$ cat config.mk
export PLATFORM = sky130hd
export DESIGN_NAME = ssr_status_unit
export DESIGN_NICKNAME = d
export VERILOG_FILES = /design/src/ssr_pkg.sv /design/src/ssr_status_unit.sv
export VERILOG_INCLUDE_DIRS = /design/src
export SDC_FILE = /design/constraint.sdc
export NUM_CORES = 1
export LEC_CHECK = 0
export BUFFER_PORTS_ARGS = -buffer_cell sky130_fd_sc_hd__buf_4
export CORE_ASPECT_RATIO = 0.5
export CORE_MARGIN = 4
export CORE_UTILIZATION = 54
export CTS_CLUSTER_DIAMETER = 200
export DETAILED_ROUTE_END_ITERATION = 10
export GPL_ROUTABILITY_DRIVEN = 0
export MAX_ROUTING_LAYER = met4
export PLACE_DENSITY = 0.75
export SLEW_MARGIN = 5
export SYNTH_ARGS = -nofsm -noshare
export SYNTH_HDL_FRONTEND = slang
export SYNTH_SLANG_ARGS = --single-unit
$ cat constraint.sdc
create_clock -name clk -period 3.6 [get_ports clk]
set_input_delay 0.72 -clock clk [delete_from_list [all_inputs] [get_ports clk]]
set_output_delay 0.72 -clock clk [all_outputs]
set_load 0.02 [all_outputs]
$ cat src/ssr_map.svh
`ifndef SSR_MAP_SVH
`define SSR_MAP_SVH
// ---------------------------------------------------------------
// Register offsets (word index on the plain register port).
// ---------------------------------------------------------------
`define SSR_OFS_STB 4'h0
`define SSR_OFS_SRE 4'h1
`define SSR_OFS_ESR 4'h2
`define SSR_OFS_ESE 4'h3
`define SSR_OFS_QCOND 4'h4
`define SSR_OFS_QEVT 4'h5
`define SSR_OFS_QENA 4'h6
`define SSR_OFS_ERR 4'h7
`define SSR_OFS_PSC 4'h8
`define SSR_OFS_CMD 4'h9
// ---------------------------------------------------------------
// Status byte and standard event bit positions.
// ---------------------------------------------------------------
`define SSR_STB_QUES 3
`define SSR_STB_MAV 4
`define SSR_STB_ESB 5
`define SSR_STB_RQS 6
`define SSR_ESR_OPC 0
`define SSR_ESR_QYE 2
`define SSR_ESR_DDE 3
`define SSR_ESR_EXE 4
`define SSR_ESR_CME 5
`define SSR_ESR_PON 7
// ---------------------------------------------------------------
// Command word bits, error codes, depths.
// ---------------------------------------------------------------
`define SSR_CMD_CLS 0
`define SSR_CMD_OPC 1
`define SSR_CMD_OPCQ 2
`define SSR_CMD_STBQ 3
`define SSR_CMD_WAI 4
`define SSR_ERR_NONE 16'h0000
`define SSR_ERR_OVF 16'hfea2
`define SSR_OPCQ_ANS 8'h01
`define SSR_ERR_DEPTH 20
`define SSR_OUT_DEPTH 4
`endif

$ cat src/ssr_pkg.sv
package ssr_pkg;
   // Error report from the rest of the instrument.
   typedef struct packed {
      logic valid;
      logic [15:0] code;
   } ssr_err_t;
   // Standard event pulses from parser and self test.
   typedef struct packed {
      logic qye;
      logic dde;
      logic exe;
      logic cme;
   } ssr_std_ev_t;
   // Response byte placed into the output buffer.
   typedef struct packed {
      logic valid;
      logic [7:0] data;
   } ssr_resp_t;
   // Command sequencer states.
   typedef enum logic {SSR_IDLE, SSR_HOLD} ssr_exec_t;
endpackage

$ cat src/ssr_status_unit.sv
// The implementer's own choices: the address-and-strobe port and the placing of the registers.
`include "ssr_map.svh"

// Overview of operation
// - Enabled summary sets request service, raises request.
// - Request cleared by poll or causing register read.
// - Serial poll returns byte, clears only request.
// - Status query returns same byte, clears nothing.
// - Status query executes in the same cycle as earlier commands still held.
// - Message available while output buffer holds data.
// - Completion command sets event bit 0.
// - Completion query places 1 in output buffer.
// - Twenty entry first-in first-out error queue.
// - Overflow replaces newest with -350, stops storing.
// - Empty queue read returns zero.
// - Power loss, clear-status empty queue; reset not.
// - Error pending while non-empty; beep per error.
// - Unlatched condition: 0 off, 1 CC, 2 CV, 3 fail.
// - Questionable events latch; read clears them.
// - Questionable enable selects summary, reads back.
// - Clear-status clears events and status summary.
// - Standard event enable selects summary, reads back.
// - Power-on clear setting governs SRE and ESE masks at power-up.
// - Wait blocks later commands until operations finish.
// - Output overload stops command processing.
// - Status byte bits 3, 4, 5, 6 layout.
// - Standard event bits 1,4,8,16,32,128.
// - Standard event read clears it and bit 5.
module ssr_status_unit
   import ssr_pkg::*;
#(
   parameter int ERR_DEPTH = `SSR_ERR_DEPTH,
   parameter int OUT_DEPTH = `SSR_OUT_DEPTH
) (
   // Clock and power-on reset.
   input wire logic clk,
   input wire logic rst,
   // Register port.
   input wire logic [3:0] addr,
   input wire logic [15:0] wdata,
   input wire logic wr,
   input wire logic rd,
   output logic [15:0] rdata_r,
   // Non-volatile settings restored at power-up.
   input wire logic psc_saved,
   input wire logic [7:0] sre_saved,
   input wire logic [7:0] ese_saved,
   // Instrument state and events.
   input wire logic ops_pending,
   input wire logic [1:0] qcond,
   input wire logic [15:0] ques_set,
   input wire ssr_std_ev_t std_ev,
   input wire ssr_err_t err_in,
   // Bus interface side.
   input wire logic spoll,
   input wire logic dev_clear,
   input wire logic msg_push,
   input wire logic msg_read,
   output logic [7:0] spoll_byte_r,
   output logic rqs_r,
   output ssr_resp_t resp_r,
   // Front panel and flow.
   output logic err_pending_r,
   output logic beep_r,
   output logic halted_r
);
   localparam int PW = $clog2(ERR_DEPTH);
   localparam int CW = $clog2(ERR_DEPTH + 1);
   localparam int OW = $clog2(OUT_DEPTH + 1);

   // ---------------------------------------------------------------
   // Storage.
   // ---------------------------------------------------------------
   logic [7:0] sre_r, ese_r, esr_r, stb;
   logic [15:0] qevt_r, qena_r;
   logic psc_r;
   logic [4:0] cmd_r;
   logic [2:0] cause_r;
   logic srv, srv_d_r, srv_rise, ques_sum, esb_sum, mav;
   logic [OW-1:0] msgs_r;
   logic [15:0] err_mem [ERR_DEPTH];
   logic [PW-1:0] wr_ptr_r, rd_ptr_r;
   logic [CW-1:0] err_cnt_r;
   logic err_ovf_r;
   ssr_exec_t st_r;
   logic exec, do_cls, do_opc, do_opcq, do_stbq, push_resp;
   logic wr_reg, rd_esr, rd_qevt, rd_err, err_push, err_pop;

   // Pointer wrap, shared by both queue pointers.
   function automatic logic [PW-1:0] ptr_inc(input logic [PW-1:0] p);
      return (p == PW'(ERR_DEPTH - 1)) ? '0 : p + 1'b1;
   endfunction

   // ---------------------------------------------------------------
   // Strobe decode.
   // ---------------------------------------------------------------
   // Register write qualifier and side-effect reads.
   assign wr_reg = wr;
   assign rd_esr = rd && (addr == `SSR_OFS_ESR);
   assign rd_qevt = rd && (addr == `SSR_OFS_QEVT);
   assign rd_err = rd && (addr == `SSR_OFS_ERR);

   // ---------------------------------------------------------------
   // Command sequencer.
   // ---------------------------------------------------------------
   // Commands wait for earlier operations; the wait command needs
   // no extra state because every command already waits.
   assign exec = (st_r == SSR_HOLD) && !ops_pending && !halted_r;
   assign do_cls = exec && cmd_r[`SSR_CMD_CLS];
   assign do_opc = exec && cmd_r[`SSR_CMD_OPC];
   assign do_opcq = exec && cmd_r[`SSR_CMD_OPCQ];
   assign do_stbq = exec && cmd_r[`SSR_CMD_STBQ];

   // Command word latch; a write in the executing cycle is kept.
   always_ff @(posedge clk) begin
      if (rst) begin
         cmd_r <= '0;
         st_r <= SSR_IDLE;
      end else begin
         case (st_r)
            SSR_IDLE: begin
               if (wr_reg && addr == `SSR_OFS_CMD && wdata[4:0] != '0) begin
                  cmd_r <= wdata[4:0];
                  st_r <= SSR_HOLD;
               end
            end
            SSR_HOLD: begin
               if (wr_reg && addr == `SSR_OFS_CMD) begin
                  cmd_r <= exec ? wdata[4:0] : (cmd_r | wdata[4:0]);
                  if (exec && wdata[4:0] == '0) begin
                     st_r <= SSR_IDLE;
                  end
               end else if (exec) begin
                  cmd_r <= '0;
                  st_r <= SSR_IDLE;
               end
            end
            default: st_r <= SSR_IDLE;
         endcase
      end
   end

   // ---------------------------------------------------------------
   // Output buffer accounting.
   // ---------------------------------------------------------------
   assign push_resp = do_opcq || do_stbq;

   // Counts queued messages; an overload halts commands until a
   // device clear empties the buffer.
   always_ff @(posedge clk) begin
      if (rst || dev_clear) begin
         msgs_r <= '0;
         halted_r <= 1'b0;
      end else begin
         if ((push_resp || msg_push) && msgs_r == OW'(OUT_DEPTH)) begin
            halted_r <= 1'b1;
         end else if ((push_resp || msg_push) && !msg_read) begin
            msgs_r <= msgs_r + 1'b1;
         end else if (!(push_resp || msg_push) && msg_read && msgs_r != '0) begin
            msgs_r <= msgs_r - 1'b1;
         end
      end
   end

   // Response byte to the output buffer.
   always_ff @(posedge clk) begin
      if (rst) begin
         resp_r <= '0;
      end else begin
         resp_r.valid <= push_resp;
         if (do_opcq) begin
            resp_r.data <= `SSR_OPCQ_ANS;
         end else if (do_stbq) begin
            resp_r.data <= stb;
         end
      end
   end

   // ---------------------------------------------------------------
   // Status byte and request service.
   // ---------------------------------------------------------------
   // Summaries are not latched; they follow their event registers.
   always_comb begin
      ques_sum = |(qevt_r & qena_r);
      esb_sum = |(esr_r & ese_r);
      mav = (msgs_r != '0);
      stb = 8'h00;
      stb[`SSR_STB_QUES] = ques_sum;
      stb[`SSR_STB_MAV] = mav;
      stb[`SSR_STB_ESB] = esb_sum;
      stb[`SSR_STB_RQS] = rqs_r;
      srv = |(stb & sre_r & ~(8'h01 << `SSR_STB_RQS));
   end
   assign srv_rise = srv && !srv_d_r;

   // Request service rises on a new enabled summary; a set in the
   // same cycle as a clear wins so no request is lost.
   always_ff @(posedge clk) begin
      if (rst) begin
         rqs_r <= 1'b0;
         srv_d_r <= 1'b0;
         cause_r <= '0;
      end else begin
         srv_d_r <= srv;
         if (srv_rise) begin
            rqs_r <= 1'b1;
            cause_r <= {esb_sum & sre_r[`SSR_STB_ESB], mav & sre_r[`SSR_STB_MAV],
                        ques_sum & sre_r[`SSR_STB_QUES]};
         end else if (spoll || do_cls || (rd_esr && cause_r[2])
                      || (rd_qevt && cause_r[0])) begin
            rqs_r <= 1'b0;
         end
      end
   end

   // Serial poll answer, taken before its own clear.
   always_ff @(posedge clk) begin
      if (rst) begin
         spoll_byte_r <= '0;
      end else if (spoll) begin
         spoll_byte_r <= stb;
      end
   end

   // ---------------------------------------------------------------
   // Event and enable registers.
   // ---------------------------------------------------------------
   // Standard events latch; read or clear-status empties.
   always_ff @(posedge clk) begin
      if (rst) begin
         esr_r <= 8'h00;
         esr_r[`SSR_ESR_PON] <= 1'b1;
      end else begin
         if (rd_esr || do_cls) begin
            esr_r <= 8'h00;
         end
         if (do_opc) begin
            esr_r[`SSR_ESR_OPC] <= 1'b1;
         end
         if (std_ev.qye) begin
            esr_r[`SSR_ESR_QYE] <= 1'b1;
         end
         if (std_ev.dde) begin
            esr_r[`SSR_ESR_DDE] <= 1'b1;
         end
         if (std_ev.exe) begin
            esr_r[`SSR_ESR_EXE] <= 1'b1;
         end
         if (std_ev.cme) begin
            esr_r[`SSR_ESR_CME] <= 1'b1;
         end
      end
   end

   // Questionable events latch; new sets beat the read clear.
   always_ff @(posedge clk) begin
      if (rst) begin
         qevt_r <= '0;
      end else if (rd_qevt || do_cls) begin
         qevt_r <= ques_set;
      end else begin
         qevt_r <= qevt_r | ques_set;
      end
   end

   // Enable masks; power-up clears SRE and ESE only with the setting at 1, and the questionable mask always.
   always_ff @(posedge clk) begin
      if (rst) begin
         psc_r <= psc_saved;
         sre_r <= psc_saved ? 8'h00 : sre_saved;
         ese_r <= psc_saved ? 8'h00 : ese_saved;
         qena_r <= '0;
      end else if (wr_reg) begin
         if (addr == `SSR_OFS_SRE) begin
            sre_r <= wdata[7:0];
         end else if (addr == `SSR_OFS_ESE) begin
            ese_r <= wdata[7:0];
         end else if (addr == `SSR_OFS_QENA) begin
            qena_r <= wdata;
         end else if (addr == `SSR_OFS_PSC) begin
            psc_r <= wdata[0];
         end
      end
   end

   // ---------------------------------------------------------------
   // Error queue.
   // ---------------------------------------------------------------
   // Once full, one overflow code replaces the newest entry and the
   // queue refuses errors until a read makes room.
   assign err_push = err_in.valid && !err_ovf_r;
   assign err_pop = rd_err && err_cnt_r != '0;

   always_ff @(posedge clk) begin
      if (rst || do_cls) begin
         wr_ptr_r <= '0;
         rd_ptr_r <= '0;
         err_cnt_r <= '0;
         err_ovf_r <= 1'b0;
      end else begin
         if (err_pop) begin
            rd_ptr_r <= ptr_inc(rd_ptr_r);
            err_ovf_r <= 1'b0;
         end
         if (err_push && err_cnt_r == CW'(ERR_DEPTH) && !err_pop) begin
            err_ovf_r <= 1'b1;
         end else if (err_push && !err_pop) begin
            wr_ptr_r <= ptr_inc(wr_ptr_r);
            err_cnt_r <= err_cnt_r + 1'b1;
         end else if (err_push) begin
            wr_ptr_r <= ptr_inc(wr_ptr_r);
         end else if (err_pop) begin
            err_cnt_r <= err_cnt_r - 1'b1;
         end
      end
   end

   // Entry storage; the overflow write targets the newest slot.
   always_ff @(posedge clk) begin
      if (err_push && err_cnt_r == CW'(ERR_DEPTH) && !err_pop) begin
         err_mem[(wr_ptr_r == '0) ? PW'(ERR_DEPTH - 1) : wr_ptr_r - 1'b1]
            <= `SSR_ERR_OVF;
      end else if (err_push) begin
         err_mem[wr_ptr_r] <= err_in.code;
      end
   end

   // Panel indicator and one beep per generated error.
   always_ff @(posedge clk) begin
      if (rst) begin
         err_pending_r <= 1'b0;
         beep_r <= 1'b0;
      end else begin
         err_pending_r <= !do_cls && (err_cnt_r != '0 || err_push)
                          && !(err_pop && err_cnt_r == CW'(1) && !err_push);
         beep_r <= err_in.valid;
      end
   end

   // ---------------------------------------------------------------
   // Read data, valid only in the cycle after the strobe.
   // ---------------------------------------------------------------
   always_ff @(posedge clk) begin
      if (rst || !rd) begin
         rdata_r <= '0;
      end else if (addr == `SSR_OFS_STB) begin
         rdata_r <= {8'h00, stb};
      end else if (addr == `SSR_OFS_SRE) begin
         rdata_r <= {8'h00, sre_r};
      end else if (addr == `SSR_OFS_ESR) begin
         rdata_r <= {8'h00, esr_r};
      end else if (addr == `SSR_OFS_ESE) begin
         rdata_r <= {8'h00, ese_r};
      end else if (addr == `SSR_OFS_QCOND) begin
         rdata_r <= {14'h0, qcond};
      end else if (addr == `SSR_OFS_QEVT) begin
         rdata_r <= qevt_r;
      end else if (addr == `SSR_OFS_QENA) begin
         rdata_r <= qena_r;
      end else if (addr == `SSR_OFS_ERR) begin
         rdata_r <= (err_cnt_r == '0) ? `SSR_ERR_NONE : err_mem[rd_ptr_r];
      end else if (addr == `SSR_OFS_PSC) begin
         rdata_r <= {15'h0, psc_r};
      end else if (addr == `SSR_OFS_CMD) begin
         rdata_r <= {10'h0, halted_r, cmd_r};
      end else begin
         rdata_r <= '0;
      end
   end
endmodule

==> results.md, run 1 <==
- The cell count after synthesis is 1246.
- The number of antenna violations at the first check in global routing is 1.
- The power density over the cells is 502 mW/mm2.
- Setup repair after global routing left no endpoint under its margin.
- The startpoint identified for the worst hold timing path is dev_clear.
- The I/O pin count is 122.
- The number of DRC violations after detailed-routing iteration 0 is 1750.
- Gates resized during post-CTS repair numbered 0.
- The area added between synthesis and finish is 14.5%.
- The number of slew-limit violations in the final report is 0.
- The measured slew at the worst slew-check pin is 1260 ps.
- After detailed routing, the number of remaining DRC violations is 0.
- The largest fanout on the critical path is 19.
- Across all layers, the routed design uses 11900 vias.
- The combined area of the multi-input logic cells is 0.00558 mm2.
- The number of placed instances, taps included, is ~1800.
- Summing every instance area after synthesis gives 0.0182 mm2.
- After synthesis, the most frequently instantiated cells are 337 x sky130_fd_sc_hd__edfxtp_1, 109 x sky130_fd_sc_hd__nor2_1, 101 x sky130_fd_sc_hd__dfxtp_1.
- TritonCTS built the clock tree.
- The average detailed-routed wire length per instance is 25.9 um.
- In this run the worst hold path is classified as in -> reg.
- The number of enable flip-flop cells after synthesis is 337.
- In the post-synthesis netlist, the biggest area contributors are sky130_fd_sc_hd__edfxtp_1 56%, sky130_fd_sc_hd__dfxtp_1 11%, sky130_fd_sc_hd__mux4_2 9.7%.
- Of the cells placed in the final design, the portion with a size suffix greater than 1 is 0.231.
- The run finished with clean final reports.
- The sequential-to-total area share from yosys stat is 0.667.
- The predominant post-synthesis flop cell is sky130_fd_sc_hd__edfxtp_1.
- The clock latency on the worst-skew pair is 560 ps.
- The number of maximum-capacitance violations is 0.
- The number of endpoints failing setup at the final stage is 0.
- The highest clock frequency the design can meet is roughly 300 MHz.
- The overall routed net length is 47900 um.
- The worst slew margin relative to its limit is 0.151.
- The share of synthesized area in the top cell type comes to 0.556.
- CTS saw 438 sinks.
- The biggest area contributor in the post-synthesis netlist is sky130_fd_sc_hd__edfxtp_1.
- The height of the die is around 140 um.
- The number of different library cells used by synthesis comes to between 70 and 80.
- The die covers between 0.03 and 0.04 mm2.
- The effective utilization at floorplan is 0.549.
- The period utilization is 0.918.
- The maximum clock insertion buffer count is 3.
- The final critical path time including I/O delays and setup is 3300 ps.
- The cell with the most instances after synthesis is sky130_fd_sc_hd__edfxtp_1.
- In the routed layout, each cell is associated on average with a via count of 6.42.
- For this run, the number of Yosys warnings is 0.
- The async set or reset register ratio after synthesis is 0.
- The tightest hold path in the finished design has a slack of ~360 ps.
- The peak ir drop on the vdd network is about 0.29 mV.
- The setup TNS after final layout is 0 ps.
- The number of buffer cells added on primary ports is around 110.
- At the worst endpoint, the arrival time is 3750 ps.
- Dividing the synthesized area by the synthesized cell count gives approximately 15 um2.
- The first-pass iteration count of the detailed router is 8.
- The maximum level of the CTS H-tree is 2.
- The post-route clock skew is roughly 18 ps.
- The storage element area is 0.0121 mm2.
- For the worst setup path, the data required time is just over 4000 ps.
- The number of global-route vias before repair is ~11000.
- The number of fillers in the final layout is 2324.
- Clock tree synthesis inserted a total of 39 buffers.
- The final-stage net count is between 1000 and 1500.
- The first global-routing pass estimated around 71000 um of wire.
- The clock-pin transition on the worst setup and hold timing paths is 70 ps.
- The critical path endpoint category is a flip-flop.
- The count of non-filler cells in the finished layout is 1848.
- Global routing finished with a remaining overflow of 0.
- STA classifies the critical path startpoint as a flip-flop.
- Summed over all nets, the half-perimeter wirelength after detailed placement is 32200 um.
- In this run the core area contains 47 standard-cell rows.
- The buffers inserted during post-CTS setup optimization is 0.
- The count of nets left with antenna violations once routing finished came out at 0.
- The final hold violation count came to 0.
- The class of the most critical setup path is reg -> reg.
- Entering global routing, the biggest net connects 72 pins.
- The tree is rooted in a sky130_fd_sc_hd__clkbuf_16.
- The die width is 268 um.
- For this run, the total global-route usage over all layers was measured as 0.268.
- Counting flops and latches in the post-synthesis netlist gives around 440.
- For this design the static power due to leakage is 0.00700 uW.
- The number of hold buffers added after CTS is 0.
- The core box area is 0.0331 mm2.
-- report_power, final --
part,leakage [uW],internal (uW),switching [uW]
combinational,0.00254,264,436
sequential,0.00386,5570,84.0
clock,0.000601,2230,1860
total,0.00700,8070,2380
-- per-layer routing --
layer | GRT usage | wire, um | up-vias
li1 | - | - | 5067
met1 | 0.357 | 18400 | 5861
met2 | 0.428 | 22600 | 785
met3 | 0.0478 | 4910 | 145
met4 | 0.0845 | 1900 | 0
met5 | - | 0 | -
-- logic make-up (layout without fill, tap and decap cells) --
family                     Yosys count  count (layout)  share of synthesized area
xor gates and xnor gates            10              10                    0.00481
muxes                              108             108                      0.114
buffers and inverters              104             258                     0.0277
adders and majority gates            9               9                    0.00660
DFF                                438             438                      0.667
other                                1               8                   0.000206
and+or+nand+nor                    333             333                     0.0907
AOI/OAI and AO/OA                  243             243                     0.0887
-- state kept, by name, indices dropped and copies added, names as in the netlist, 2 cells and up, named ones only --
name and flops:
qena_r 16, resp_r 6, rd_ptr_r 5, cause_r 2
err_cnt_r 5, spoll_byte_r 4, qevt_r 16, cmd_r 5
msgs_r 3, rdata_r 16, wr_ptr_r 5, sre_r 8
ese_r 8, esr_r 6, err_mem 320
-- stage by stage --
step                power (uW)   util  area, um2  setup slack (ps)
floorplan                 6150      -      18200               275
global placement          6420  0.592      19600               254
detailed placement        6450  0.592      19600               193
CTS                      10400  0.629      20800               230
global route             10800  0.629      20800               240
finish                   10400  0.629      20800               296
-- area by class of cell --
cell class,count,area share
clock buffer,50,0.0523
antenna,1,0.000120
multi-input combinational,710,0.268
inverter,30,0.00541
sequential,438,0.583
clock inverter,19,0.00673
tap,441,0.0265
timing repair buffer,159,0.0573
-- final timing paths --
kind           endpoint  slack, ps  depth (start not counted)
max          rdata_r[4]        300                          8
min            halted_r        360                          2
max reg2reg  rdata_r[4]        300                          8
min reg2reg  qena_r[12]        480                          2
-- layout by cell type, fill, tap and decap left out, types with 4 or more instances in the layout --
| cell | count |
|---|---|
| sky130_fd_sc_hd__conb_1 | 7 |
| sky130_fd_sc_hd__o22ai_1 | 8 |
| sky130_fd_sc_hd__nor2_1 | 109 |
| sky130_fd_sc_hd__nor3b_1 | 5 |
| sky130_fd_sc_hd__nand3b_1 | 5 |
| sky130_fd_sc_hd__o32ai_1 | 6 |
| sky130_fd_sc_hd__mux4_2 | 78 |
| sky130_fd_sc_hd__a22o_1 | 5 |
| sky130_fd_sc_hd__a221oi_1 | 5 |
| sky130_fd_sc_hd__dfxtp_1 | 98 |
| sky130_fd_sc_hd__xnor2_1 | 4 |
| sky130_fd_sc_hd__xor2_1 | 6 |
| sky130_fd_sc_hd__inv_1 | 30 |
| sky130_fd_sc_hd__nor3_1 | 20 |
| sky130_fd_sc_hd__o21ai_0 | 38 |
| sky130_fd_sc_hd__a22oi_1 | 16 |
| sky130_fd_sc_hd__a2111oi_0 | 12 |
| sky130_fd_sc_hd__or3_1 | 7 |
| sky130_fd_sc_hd__clkbuf_16 | 41 |
| sky130_fd_sc_hd__o221ai_1 | 13 |
| sky130_fd_sc_hd__mux2_2 | 11 |
| sky130_fd_sc_hd__clkbuf_1 | 6 |
| sky130_fd_sc_hd__nor2b_1 | 29 |
| sky130_fd_sc_hd__ha_1 | 8 |
| sky130_fd_sc_hd__nand2_1 | 80 |
| sky130_fd_sc_hd__a211oi_1 | 7 |
| sky130_fd_sc_hd__and2_1 | 8 |
| sky130_fd_sc_hd__nor3_2 | 5 |
| sky130_fd_sc_hd__edfxtp_1 | 337 |
| sky130_fd_sc_hd__and3_1 | 5 |
| sky130_fd_sc_hd__a31oi_1 | 6 |
| sky130_fd_sc_hd__mux2i_1 | 19 |
| sky130_fd_sc_hd__a21o_1 | 17 |
| sky130_fd_sc_hd__a21oi_1 | 82 |
| sky130_fd_sc_hd__buf_4 | 159 |
| sky130_fd_sc_hd__clkinv_1 | 8 |
| sky130_fd_sc_hd__nand2b_1 | 21 |
| sky130_fd_sc_hd__nand3_1 | 14 |
-- worst max-delay path: stages (launching register included) --
cell and delay (ps):
sky130_fd_sc_hd__dfxtp_1 940, sky130_fd_sc_hd__buf_4 360, sky130_fd_sc_hd__nor2_1 90, sky130_fd_sc_hd__nand2_1 120, sky130_fd_sc_hd__o22ai_1 110, sky130_fd_sc_hd__a2111oi_0 1040
sky130_fd_sc_hd__buf_4 270, sky130_fd_sc_hd__nor2_1 60, sky130_fd_sc_hd__a2111oi_2 200
Note: power is estimated with default switching activity, not from simulation.
==> run 2: changes to the inputs <==
==> constraint.sdc (replaced) <==
create_clock -name clk -period 3.6 [get_ports clk]
set_input_delay 0.9 -clock clk [delete_from_list [all_inputs] [get_ports clk]]
set_output_delay 0.9 -clock clk [all_outputs]
set_load 0.02 [all_outputs]
==> run 2 against run 1 <==
The run now ends with capacitance limit left. Sequential share of layout area fell by 0.39 points. Clock-buffer cell count rose by 1. Register-to-register slack got worse by 160 ps. Clock skew fell by 3.8 ps. Via count barely moved. Non-clock buffer count rose by 19. Die area did not move. Setup slack got worse by 160 ps. Design area rose by 0.68%. Critical endpoint is now rdata_r[5].
==> results.md, run 2 (synthesized netlist as in run 1, its figures left out) <==
- The antenna diode instance count is 0.
- The HPWL after detailed placement is 32400 um.
- Static timing analysis puts the maximum clock frequency at 289 MHz.
- The design draws 10400 uW.
- In the layout the commonest cells are 337 x sky130_fd_sc_hd__edfxtp_1, 177 x sky130_fd_sc_hd__buf_4, 109 x sky130_fd_sc_hd__nor2_1.
- The overall routed net length is approximately 47000 um.
- After detailed routing, the average wire length per cell comes to 25.3 um.
- The floorplan die area is 0.0369 mm2.
- The register with the most flip-flops in the layout has 320 of them.
- The number of global-route vias before repair is approximately 12000.
- The maximum number of pins on one net before global-route repair is 71.
- The flow ran to the end, but the final reports show violations.
- In the final layout, the share of cells above drive strength 1 is 0.240.
- The data required time of the worst path is 4030 ps.
- VDD sags by at most 0.351 mV.
- The storage element area is 0.0121 mm2.
- The final critical path time including I/O delays and setup is ~3500 ps.
- The number of clock buffers added by TritonCTS is 39.
- The root buffer cell chosen for the clock tree is sky130_fd_sc_hd__clkbuf_16.
- The maximum clock insertion buffer count is 3.
- The clock-pin transition on the worst setup and hold timing paths is 70 ps.
- The worst slew margin relative to its limit is 0.0280.
- Setup violations remaining at the end of the flow were counted as 0.
- The first routing iteration left 1648 violations.
- The final hold violation count is 0.
- The data arrival at the endpoint of the critical path is 3890 ps.
- Setup repair after global routing left no endpoint under its margin.
- The post-route clock skew is 13.9 ps.
- The final reports fail on capacitance limit.
- The number of placement rows is 47.
- The total routing resource utilization after global routing is 0.265.
- The first-pass iteration count of the detailed router is 9.
- The sort of element at the start of the critical path is a flip-flop.
- The final-stage net count is around 1500.
- The via count is around 12000.
- The measured slew at the worst slew-check pin is 1420 ps.
- In this run the post-CTS setup repair buffer count came out at 0.
- In this run the horizontal extent of the chip is 268 um.
- Relative to the synthesized area, the layout overhead comes to 15.2%.
- The register with the most flip-flops in the final layout is err_mem.
- TritonCTS built the clock tree.
- The remaining antenna violation count is 0.
- In this run the critical register-to-register path is captured at rdata_r[5].
- The class of the most critical setup path is reg -> reg.
- The number of antenna violations at the first check in global routing is 0.
- The register-to-register path setup slack is 140 ps.
- The effective utilization at floorplan is 0.549.
- The critical path endpoint category is a flip-flop.
- The wire length of the first global-routing pass is 70800 um.
- The largest fanout on the critical path is 17.
- The height of the die is 138 um.
- The number of maximum-capacitance violations is 1.
- Leaving out fill and tap cells, the most frequent cell in the layout is sky130_fd_sc_hd__edfxtp_1.
- Clock latency on the worst-skew pair, taken at its later pin, is 540 ps.
- The number of slew-limit violations in the final report is 0.
- The sink count of the clock tree is 438.
- In the routed design, unresolved DRC markers number 0.
- Power spread over the standard cell area amounts to 497 mW/mm2.
- The maximum level of the CTS H-tree is 2.
- The min-delay analysis places its worst path in the category reg -> reg.
- The routed via count divided by cell count is 6.35.
- The leakage power summed over all cells is 0.00708 uW.
- The core box area is 0.0331 mm2.
- Of the available clock period, the critical path in the final layout requires 0.961.
- The number of buffer cells added on primary ports is between 100 and 150.
- The number of hold buffers added after CTS is 0.
- The multi-input combinational cells in the finished layout cover a total of 0.00558 mm2.
- The number of cells on the worst reg-to-reg path is 7.
- After global routing the overflow that remains totals 0.
- The layout has ~2300 filler cells.
- The critical path ends at rdata_r[5].
- Post-CTS repair changed the size of 0 cells.
- The I/O pin count is 122.
- The setup TNS after final layout is 0 ps.
run 2: changes by cell type in the layout (fill, tap and decap cells not counted), sizes merged:
cell / before / now
clkdlybuf4s18: 0 / 1
diode: 1 / 0
inv: 34 / 30
clkinv: 11 / 13
buf: 159 / 177
clkbuf: 50 / 51
bufinv: 1 / 2
run 2: routing by layer:
| layer | track usage | part of all wire | vias to the layer above |
|---|---|---|---|
| met4 | 0.0857 | 0.034 | 0 |
| met5 | - | 0 | - |
| met3 | 0.0507 | 0.099 | 131 |
| li1 | - | - | 5095 |
| met2 | 0.424 | 0.48 | 760 |
| met1 | 0.351 | 0.38 | 5869 |
run 2: through the flow:
step / instance area [um2] / util / hold slack, ps / setup WS [ps] / cells
2_1_floorplan: 18200 / - / 434 / 94.6 / 1252
3_3_place_gp: 19700 / 0.596 / 463 / -8.05 / 1796
3_5_place_dp: 19700 / 0.596 / 467 / 72.9 / 1797
4_1_cts: 21000 / 0.633 / 476 / 244 / 1866
5_1_grt: 21000 / 0.633 / 495 / 124 / 1866
6_report: 21000 / 0.633 / 484 / 139 / 1866
run 2: worst min-delay path by stage:
stage	from	endpoint	depth (start not counted)	slack, ps
after detailed placement	qena_r[13]	qena_r[13]	2	470
after floorplan	cmd_r[4]	cmd_r[4]	2	430
after global placement	qena_r[13]	qena_r[13]	2	460
after global routing	cmd_r[4]	cmd_r[4]	2	490
final	qena_r[13]	qena_r[13]	2	480
after CTS	qena_r[13]	qena_r[13]	2	480
run 2: critical path: stages, from the launching register on:
cell	delay (ps)
sky130_fd_sc_hd__dfxtp_1	940
sky130_fd_sc_hd__nor2_1	200
sky130_fd_sc_hd__nand2_1	250
sky130_fd_sc_hd__o22ai_1	170
sky130_fd_sc_hd__a2111oi_0	1220
sky130_fd_sc_hd__buf_4	260
sky130_fd_sc_hd__nor3b_1	50
sky130_fd_sc_hd__a311oi_1	260
run 2: area by class of cell:
class	count	share of cell area
Inverter	30	0.00537
Timing Repair Buffer	178	0.0639
Multi-Input combinational cell	710	0.266
Sequential cell	438	0.580
Clock inverter	18	0.00686
Clock buffer	51	0.0517
Tap cell	441	0.0263
run 2: where the power goes:
part           switching, uW  internal, uW
Sequential              80.3          5570
Combinational            435           273
Clock                   1790          2270
Total                   2310          8120
